File: config.mk
export PLATFORM = sky130hd
export DESIGN_NAME = module_reset_boot_strap
export DESIGN_NICKNAME = d
export VERILOG_FILES = /design/src/reset_strap_pkg.sv /design/src/module_reset_boot_strap.sv /design/src/sync2.sv
export VERILOG_INCLUDE_DIRS = /design/src
export SDC_FILE = /design/constraint.sdc
export NUM_CORES = 1
export LEC_CHECK = 0
export ABC_AREA = 1
export BUFFER_PORTS_ARGS = -buffer_cell sky130_fd_sc_hd__buf_2
export CORE_AREA = 3 3 64 66
export CTS_CLUSTER_SIZE = 12
export DETAILED_ROUTE_END_ITERATION = 10
export DIE_AREA = 0 0 67 69
export PLACE_DENSITY = 0.68
export RECOVER_POWER = 50
export SYNTH_ARGS = -nofsm -noshare
export SYNTH_HDL_FRONTEND = slang
export SYNTH_HIERARCHICAL = 1
export SYNTH_SLANG_ARGS = --single-unit
File: constraint.sdc
create_clock -name mclk -period 1.35 [get_ports mclk]
set_clock_uncertainty 0.15 [all_clocks]
set_input_delay 0.135 -clock mclk [delete_from_list [all_inputs] [get_ports mclk]]
set_output_delay 0.135 -clock mclk [all_outputs]
set_load 0.1 [all_outputs]
File: src/reset_strap_defines.svh
// Constants for the module reset and boot strap block
`ifndef RESET_STRAP_DEFINES_SVH
`define RESET_STRAP_DEFINES_SVH
`define STRAP_W 7
`define STRAP_USB_FIRST 7'h6F
`define STRAP_NAND_FIRST 7'h4F
`define STRAP_XIP_FIRST 7'h4E
`define STRAP_CARD_FIRST 7'h46
`define STRAP_FIXED_MASK 7'h44
`define SRC_W 3
`define ORDER_LEN 5
`define PWR_FILTER_CYCLES 4
`endif

File: src/reset_strap_pkg.sv
// Types for the module reset and boot strap block
package reset_strap_pkg;
	typedef enum logic [2:0] {
		SRC_NONE = 3'h0,
		SRC_SERIAL_BUS = 3'h1,
		SRC_THIRD_SERIAL_PORT = 3'h2,
		SRC_CARD_SLOT_ONE = 3'h3,
		SRC_PARALLEL_FLASH = 3'h4,
		SRC_EXEC_IN_PLACE_WAIT = 3'h5,
		SRC_DISK_ON_CHIP = 3'h6
	} boot_src_e;
	typedef logic [14:0] boot_order_t;
	typedef enum logic [1:0] {
		ST_RESET = 2'b00,
		ST_RUN = 2'b01,
		ST_OFF = 2'b11
	} pwr_state_e;
endpackage

File: src/module_reset_boot_strap.sv
// Module reset, boot strap latch and power switch control
// How it works
// - Module reset output stays low while the module is in reset.
// - Master reset gives a full power-on reset of the processor.
// - Reset ends when master reset releases; no stretch is added.
// - Master reset leaves the power companion state untouched.
// - Straps 1101111 and 1001111 select serial-bus or flash-first orders.
// - Straps 1001110 and 1000110 select execute-in-place or card orders.
// - Power switch acts only once configured and with main supply present.
// - Open-drain regulator enable switches external regulators.
// - Power switch is active low and wakes the off state to run.
`timescale 1ns/1ps
`default_nettype none
`include "reset_strap_defines.svh"
module module_reset_boot_strap #(
	parameter int STRAP_W = `STRAP_W,
	parameter logic [6:0] FIXED_BITS = `STRAP_USB_FIRST
) (
	input wire logic mclk,
	input wire logic resetn,
	input wire logic master_reset_n_in,
	input wire logic [6:0] boot_select_straps,
	input wire logic power_switch_n,
	input wire logic main_supply_ok,
	input wire logic power_switch_enable,
	input wire logic low_power_request,
	output logic module_reset_n_out,
	output logic cpu_por_n,
	output logic [6:0] boot_strap_latched,
	output reset_strap_pkg::boot_order_t boot_order,
	output reset_strap_pkg::pwr_state_e pwr_state,
	output logic ext_regulator_enable_o,
	output logic ext_regulator_enable_oe_n,
	output logic wake_event
);
	import reset_strap_pkg::*;

	// Decode and ports serve only the seven-bit field
	if (STRAP_W != `STRAP_W) begin : g_bad_width
		$error("Strap field must be seven bits wide");
	end

	function automatic boot_order_t order_of(input logic [6:0] s);
		case (s)
			`STRAP_USB_FIRST: order_of = {SRC_SERIAL_BUS,
				SRC_THIRD_SERIAL_PORT, SRC_CARD_SLOT_ONE,
				SRC_PARALLEL_FLASH, SRC_NONE};
			`STRAP_NAND_FIRST: order_of = {SRC_PARALLEL_FLASH,
				SRC_SERIAL_BUS, SRC_THIRD_SERIAL_PORT,
				SRC_CARD_SLOT_ONE, SRC_NONE};
			`STRAP_XIP_FIRST: order_of = {SRC_EXEC_IN_PLACE_WAIT,
				SRC_DISK_ON_CHIP, SRC_SERIAL_BUS,
				SRC_THIRD_SERIAL_PORT, SRC_CARD_SLOT_ONE};
			`STRAP_CARD_FIRST: order_of = {SRC_CARD_SLOT_ONE,
				SRC_SERIAL_BUS, SRC_NONE, SRC_NONE, SRC_NONE};
			default: order_of = '0;
		endcase
	endfunction

	logic mrst_n_s, pwr_n_s, supply_s;

	sync2 #(.RESET_VAL(1'b0)) u_sync_mrst (
		.mclk(mclk),
		.resetn(resetn),
		.din(master_reset_n_in),
		.dout(mrst_n_s)
	);
	sync2 #(.RESET_VAL(1'b1)) u_sync_pwr (
		.mclk(mclk),
		.resetn(resetn),
		.din(power_switch_n),
		.dout(pwr_n_s)
	);
	sync2 #(.RESET_VAL(1'b0)) u_sync_sup (
		.mclk(mclk),
		.resetn(resetn),
		.din(main_supply_ok),
		.dout(supply_s)
	);

	typedef struct packed {
		// Straps are pins, so they cross two flops first
		logic [6:0] strap_meta;
		logic [6:0] strap_sync;
		logic in_reset;
		logic [6:0] straps;
		boot_order_t order;
		pwr_state_e pstate;
		logic pwr_prev_n;
		logic wake;
	} core_s;
	core_s state_q, state_d;

	always_comb begin
		state_d = state_q;
		state_d.wake = 1'b0;
		state_d.pwr_prev_n = pwr_n_s;
		state_d.strap_meta = boot_select_straps;
		state_d.strap_sync = state_q.strap_meta;
		state_d.in_reset = !mrst_n_s;
		if (!mrst_n_s) begin
			// bits 2 and 6 fixed on module
			state_d.straps = (state_q.strap_sync & ~`STRAP_FIXED_MASK)
				| (FIXED_BITS & `STRAP_FIXED_MASK);
			state_d.order = order_of(state_d.straps);
		end
		case (state_q.pstate)
			ST_RESET: begin
				if (supply_s) begin
					state_d.pstate = ST_RUN;
				end
			end
			ST_RUN: begin
				if (!supply_s) begin
					state_d.pstate = ST_RESET;
				end else if (low_power_request) begin
					state_d.pstate = ST_OFF;
				end
			end
			ST_OFF: begin
				if (!supply_s) begin
					state_d.pstate = ST_RESET;
				end else if (power_switch_enable && state_q.pwr_prev_n
						&& !pwr_n_s) begin
					state_d.pstate = ST_RUN;
					state_d.wake = 1'b1;
				end
			end
			default: state_d.pstate = ST_RESET;
		endcase
	end

	always_ff @(posedge mclk or negedge resetn) begin
		if (!resetn) begin
			state_q <= '{strap_meta: '0, strap_sync: '0,
				in_reset: 1'b1, straps: '0, order: '0,
				pstate: ST_RESET, pwr_prev_n: 1'b1, wake: 1'b0};
		end else begin
			state_q <= state_d;
		end
	end

	// reset output and full processor reset
	assign module_reset_n_out = !state_q.in_reset;
	assign cpu_por_n = !state_q.in_reset;
	assign boot_strap_latched = state_q.straps;
	assign boot_order = state_q.order;
	assign pwr_state = state_q.pstate;
	assign wake_event = state_q.wake;
	// open drain: pull low only when regulators off
	assign ext_regulator_enable_o = 1'b0;
	assign ext_regulator_enable_oe_n = (state_q.pstate == ST_RUN);
endmodule // module_reset_boot_strap
`default_nettype wire

File: src/sync2.sv
// Two flip-flop synchroniser for a level input
`timescale 1ns/1ps
`default_nettype none
module sync2 #(
	parameter logic RESET_VAL = 1'b1
) (
	input wire logic mclk,
	input wire logic resetn,
	input wire logic din,
	output logic dout
);
	typedef struct packed {
		logic meta;
		logic stable;
	} sync_s;
	sync_s state_q, state_d;
	always_comb begin
		state_d = state_q;
		state_d.meta = din;
		state_d.stable = state_q.meta;
	end
	always_ff @(posedge mclk or negedge resetn) begin
		if (!resetn) begin
			state_q <= '{meta: RESET_VAL, stable: RESET_VAL};
		end else begin
			state_q <= state_d;
		end
	end
	assign dout = state_q.stable;
endmodule // sync2
`default_nettype wire

==> results of run 1 <==
[final cells by class]
class,instances,area (um2),share of cell area
well taps,48,60.1,0.0285
clock buffers,8,100,0.0475
flip-flops and latches,36,907,0.430
multi-input cells,58,283,0.134
repair buffers,55,706,0.335
inverters,12,52.6,0.0249
[flip-flops by register name, summed over array words and instances (netlist names)]
| signal | cells |
|---|---|
| boot_order | 9 |
| u_sync_pwr/dout | 1 |
| u_sync_sup/dout | 1 |
| u_sync_mrst/state_d | 1 |
| state_d | 5 |
| pwr_state | 2 |
| state_q | 7 |
| u_sync_sup/state_d | 1 |
| u_sync_mrst/dout | 1 |
| boot_strap_latched | 6 |
| wake_event | 1 |
| u_sync_pwr/state_d | 1 |
[synthesized netlist by cell type]
library cell,n
inv_1,9
nand3_2,1
nand4_1,1
nand3b_1,1
nand3_1,7
buf_4,26
conb_1,1
o21ai_0,5
inv_2,3
nor3_1,1
dfrtp_1,32
o21ai_2,2
o21ai_1,2
or2_2,1
o21a_1,1
nand2_1,27
dfstp_2,4
nor2_1,4
nor2_4,2
buf_2,2
[layer usage]
layer	vias up	GRT usage	wire length, um
met5	-	0	0
met4	0	0.0518	19
met3	4	0.0521	174
met2	38	0.205	1240
met1	428	0.107	837
li1	451	-	-
[cells by family (layout without fill, tap and decap cells)]
family | Yosys count | in the layout | synth area share
flip-flops | 36 | 36 | 0.634
AND/OR/NAND/NOR | 45 | 45 | 0.146
AO/OA/AOI/OAI | 10 | 10 | 0.0420
buffers and inverters | 40 | 75 | 0.175
other | 1 | 3 | 0.00262
[through the flow]
step	instance area, um2	TNS [ps]	std cells	hold WS (ps)	setup WS (ps)
2_1_floorplan	1450	-327	134	-311	-232
3_3_place_gp	1860	0	193	-89.4	193
3_5_place_dp	1860	0	193	-87.9	185
4_1_cts	2110	-106	216	155	-52.9
5_1_grt	2110	-195	217	160	-79.6
6_report	2110	-68.0	217	131	-34.4
[power by group]
group	internal, W	total, W	leakage, nW	switching, W
Clock	0.000465	0.000792	0.0515	0.000327
Combinational	0.000197	0.000592	0.513	0.000395
Sequential	0.00114	0.00118	0.436	0.0000448
[how the worst min path moves through the flow]
stage / slack (ps) / startpoint / to
after floorplan: -310 / resetn / boot_order[10]$_DFFE_PN0N_
after global placement: -90 / resetn / boot_strap_latched[4]$_DFFE_PN0N_
after detailed placement: -90 / resetn / boot_strap_latched[0]$_DFFE_PN0N_
after CTS: 160 / resetn / boot_strap_latched[0]$_DFFE_PN0N_
after global routing: 160 / resetn / boot_order[12]$_DFFE_PN0N_
final: 130 / resetn / boot_order[12]$_DFFE_PN0N_
[what timing repair did]
item	4_1_cts	5_1_grt
hold endpoints to repair	43	0
endpoints found under the setup margin	3	3
gates cloned	0	0
resized for setup	5	0
buffers inserted	4	1
hold buffers	11	0
==> results.json, run 1 <==
{
  "outcome": "finished, violations left",
  "violations": "negative setup slack",
  "cts.path.max_buffers": 2,
  "clk_latency_ps": 270,
  "synth.avg_cell_area_um2": 10.8,
  "io-pin-count": 43,
  "drt_iter0_drc": 30,
  "die_area_um2": 4620,
  "hold_path_class": "in -> async",
  "synth_cell_type_count": 20,
  "num_vias": 921,
  "cp_top_family": "flip-flops",
  "fp.dieH_um": 69,
  "worst-path-max-fanout": 2,
  "io_buffers": 37,
  "rr_endpoint": "pwr_state[1]$_DFFE_PN0P_",
  "yosysTopAreaCellShare": 0.560,
  "cts_tree": "built",
  "clock-sinks": 36,
  "crit_buf_inv": 2,
  "cp_data_arrival_time_ps": 1100,
  "finalSetupViolCount": 2,
  "antenna-diode-count": 0,
  "rsz0062_at_grt": "yes",
  "ys_ff_latch": 36,
  "crit_chain": "clkinvlp_4 -> buf_6",
  "synth_area_leader_cell": "dfrtp_1",
  "grt_pass1_vias": 1021,
  "area_growth_pct": 47.5,
  "synth_area_leaders": "dfrtp_1, buf_4, dfstp_2",
  "clkTransAtPathRegs_ps": 70,
  "period_minus_slack_ps": 1380,
  "worst_slack_ps": -34.4,
  "rr_worst_depth": 5,
  "critical-path-max-stage-delay_ps": 540,
  "maxSlewViolCount": 0,
  "ys_warn_count": 6,
  "grt_pass1_wl_um": 4010,
  "drc": 0,
  "finish.utilization": 0.580,
  "power.density_nw_per_um2": 1220,
  "critical_path.startpoint": "state_q[26]$_DFF_PN1_",
  "worstPathRequired_ps": 1070,
  "vias_per_cell": 4.24,
  "netlist_area_um2": 1430,
  "syn_inst": 132,
  "nFillCells": 279,
  "antenna_found_initial": 0,
  "synth-seq-area-share": 0.634,
  "clock.fmax_ghz": 0.722,
  "gr-total-overflow": 0,
  "p_leak_nw": 1.00,
  "max_cap_viol_count": 0,
  "num_rows": 22,
  "drive_above_1_share": 0.402,
  "finalWirelength_um": 2270,
  "grt_usage": 0.115,
  "start_util": 0.393,
  "post-route-period-util": 1.03,
  "power_w": 0.00257,
  "endpoint": "module_reset_n_out",
  "critical_path_depth": 2,
  "numCtsBuffers": 5,
  "crit_path_end_kind": "primary output",
  "start_kind": "flip-flop",
  "final_cell_mix": "dfrtp_1, nand2_1, buf_12",
  "routedWlPerCell_um": 10.5,
  "final_common_cell": "dfrtp_1",
  "postRouteAntennaNets": 0,
  "routabilityCongestion": 0.799,
  "core_um2": 3630,
  "die_w_um": 67,
  "critical_path_class": "reg -> out",
  "fin_nets": 182,
  "grt_max_degree": 22,
  "timing.rr.start": "pwr_state[0]$_DFFE_PN0P_",
  "cts-root-buf": "clkbuf_8",
  "htree_levels": 2,
  "place_hpwl_um": 1710,
  "first_pass_iters": 4,
  "vdd_ir_drop_max_uv": 791,
  "reg2reg_slack_ps": 210,
  "critPathSlowestCell": "dfstp_2",
  "hold_viol": 0
}
Power figures use the tool's default switching activity.
==> run 2: changes to the inputs <==
--- a/config.mk
+++ b/config.mk
@@ -16,5 +16,4 @@
 export RECOVER_POWER = 50
 export SYNTH_ARGS = -nofsm -noshare
 export SYNTH_HDL_FRONTEND = slang
-export SYNTH_HIERARCHICAL = 1
 export SYNTH_SLANG_ARGS = --single-unit
==> run 2 against run 1 <==
  * The run still ends with negative setup slack left
  * Wire length up 2.1%
  * Critical path depth unchanged
  * Sequential share of layout area up 1.5 points
  * Clock power down 6.3%
  * Critical path type unchanged
  * Critical endpoint unchanged
  * Largest cell class unchanged
  * Largest power group unchanged
==> results.json, run 2 <==
{
  "outcome": "finished, violations left",
  "violations": "negative setup slack",
  "io_buffers": 37,
  "combPwrFrac": 0.239,
  "start_kind": "flip-flop",
  "die_area_um2": 4620,
  "ys_ff_latch": 36,
  "total_switching_power_w": 0.000787,
  "fp.dieH_um": 69,
  "clock-sinks": 36,
  "start_util": 0.387,
  "grt_pass1_vias": 949,
  "grt_max_degree": 18,
  "maxSlewViolCount": 0,
  "numCtsBuffers": 5,
  "routedWlPerCell_um": 11.0,
  "synth-main-ff-cell": "dfrtp_1",
  "grt_pass1_wl_um": 4060,
  "cp_data_arrival_time_ps": 1100,
  "power.internal_w": 0.00175,
  "fin_nets": 175,
  "cts-root-buf": "clkbuf_8",
  "drc": 0,
  "crit_buf_inv": 2,
  "postRouteAntennaNets": 0,
  "synth.avg_cell_area_um2": 10.9,
  "grt_usage": 0.116,
  "worst_slack_ps": -36.1,
  "cp_top_family": "flip-flops",
  "gr-total-overflow": 0,
  "place_hpwl_um": 1780,
  "largest_reg_flops": 9,
  "vias_per_cell": 4.15,
  "synth-seq-area-share": 0.644,
  "vdd_ir_drop_max_uv": 788,
  "num_rows": 22,
  "critPathSlowestCell": "dfstp_2",
  "antenna_found_initial": 0,
  "seq_power_share": 0.469,
  "syn_inst": 129,
  "hold_path_class": "in -> reg",
  "synth_cell_type_count": 20,
  "worstPathRequired_ps": 1070,
  "yosysMostFrequentCell": "dfrtp_1",
  "synth_area_leaders": "dfrtp_1, buf_4, nand2_1",
  "final_area_um2": 2030,
  "finalWirelength_um": 2320,
  "num_vias": 871,
  "power.density_nw_per_um2": 1250,
  "first_pass_iters": 4,
  "place_area_um2": 1820,
  "crit_path_end_kind": "primary output",
  "netlist_area_um2": 1410,
  "crit_chain": "clkinvlp_4 -> buf_6",
  "clock.fmax_ghz": 0.721,
  "critical-path-max-stage-delay_ps": 550,
  "synth_mux_area_frac": 0,
  "p_leak_nw": 0.962,
  "clockPowerShare": 0.292,
  "yosysTopAreaCellShare": 0.569,
  "cts_tree": "built",
  "ys_warn_count": 0,
  "critical_path.startpoint": "state_q[26]$_DFF_PN1_",
  "synth_compound_area_frac": 0.0356,
  "clkTransAtPathRegs_ps": 60,
  "io-pin-count": 43,
  "max_cap_viol_count": 0,
  "synthSimpleGateAreaFrac": 0.144,
  "finalSetupViolCount": 2,
  "final_common_cell": "dfrtp_1",
  "post-route-period-util": 1.03,
  "swShare": 0.310,
  "htree_levels": 2,
  "core_um2": 3630,
  "hold_viol": 0,
  "antenna-diode-count": 0,
  "area_growth_pct": 44.5,
  "synth_area_leader_cell": "dfrtp_1",
  "period_minus_slack_ps": 1390,
  "rsz0062_at_grt": "yes",
  "synth_top_family_by_area": "buffers and inverters",
  "async_reset_ff_frac": 1.00,
  "min_from": "low_power_request",
  "drive_above_1_share": 0.346,
  "cts.path.max_buffers": 2,
  "clk_latency_ps": 270,
  "yosys-top-cells-count": "dfrtp_1, nand2_1, buf_4, nor2_1",
  "timing.rr.start": "u_sync_mrst.dout$_DFF_PN0_",
  "critical_path_class": "reg -> out",
  "synth_edf_count": 0,
  "die_w_um": 67,
  "tns_ps": -71.4,
  "final_cell_mix": "dfrtp_1, nand2_1, buf_12",
  "synthAdderAreaFrac": 0,
  "worst-path-max-fanout": 2,
  "synth_xor_xnor_area_share": 0,
  "routabilityCongestion": 0.795,
  "drt_iter0_drc": 49
}
-- run 2: cell types whose count changed after synthesis, moves of 2 or more --
cell	previous run	this run
nor2_1	4	7
nand3_1	7	5
inv_1	9	5
o21ai_2	2	0
nand2_1	27	30
-- run 2: cell families after synthesis --
| logic type | after synthesis |
|---|---|
| AO/OA/AOI/OAI | 9 |
| flip-flops | 36 |
| AND/OR/NAND/NOR | 47 |
| other | 1 |
| buffers and inverters | 36 |
-- run 2: worst paths after layout --
path                                                   end  slack, ps  cells past startpoint
worst min register to register       state_q[30]$_DFF_PN0_        200                      0
worst min-delay path              pwr_state[1]$_DFFE_PN0P_         20                      3
worst max-delay path                    module_reset_n_out        -40                      2
min in group asynchronous             wake_event$_DFF_PN0_        190                      2
max in group asynchronous            state_q[26]$_DFF_PN1_        160                      3
worst max register to register  boot_order[12]$_DFFE_PN0N_        170                      4
-- run 2: worst register-to-register path, delay by kind of cell (launching register included) --
family | cells | cell delay [ps]
DFF | 1 | 370
buffers and inverters | 1 | 250
and+or+nand+nor | 3 | 300
-- run 2: final cells by class --
type	instances	area (um2)
clock buffers	8	90.1
fillers	302	1600
inverters	7	30.0
multi-input cells	59	272
flip-flops and latches	36	906
well taps	48	60.1
repair buffers	52	677
-- run 2: metal layers --
metal / routed length, um / track usage
met3: 146 / 0.0489
met5: 0 / 0
met4: 18 / 0.0405
met2: 1210 / 0.198
met1: 942 / 0.126
-- run 2: power by group through the flow --
| stage | combinational [W] | clock, W | sequential [W] |
|---|---|---|---|
| after CTS | 0.000609 | 0.000767 | 0.00119 |
| final | 0.000608 | 0.000742 | 0.00119 |
| after global placement | 0.000567 | 0 | 0.00121 |
| after detailed placement | 0.000575 | 0 | 0.00121 |
| after global routing | 0.000635 | 0.000808 | 0.00120 |
| after floorplan | 0.000437 | 0 | 0.00119 |
-- run 2: what timing repair did --
action	4_1_cts	5_1_grt
hold buffers	10	0
endpoints found under the setup margin	3	3
pin swaps	0	1
hold endpoints to repair	44	0
gates cloned	0	0
gates resized for setup	6	1
setup buffers	1	1
-- run 2: stage by stage --
step	hold WS (ps)	utilization	power, W	cells	setup slack, ps
after CTS	21.8	0.559	0.00257	209	-38.3
after global placement	-162	0.500	0.00178	190	193
after global routing	33.7	0.560	0.00264	210	-79.5
final	20.9	0.560	0.00254	210	-36.1
after floorplan	-311	-	0.00162	131	-232
after detailed placement	-156	0.500	0.00179	190	186
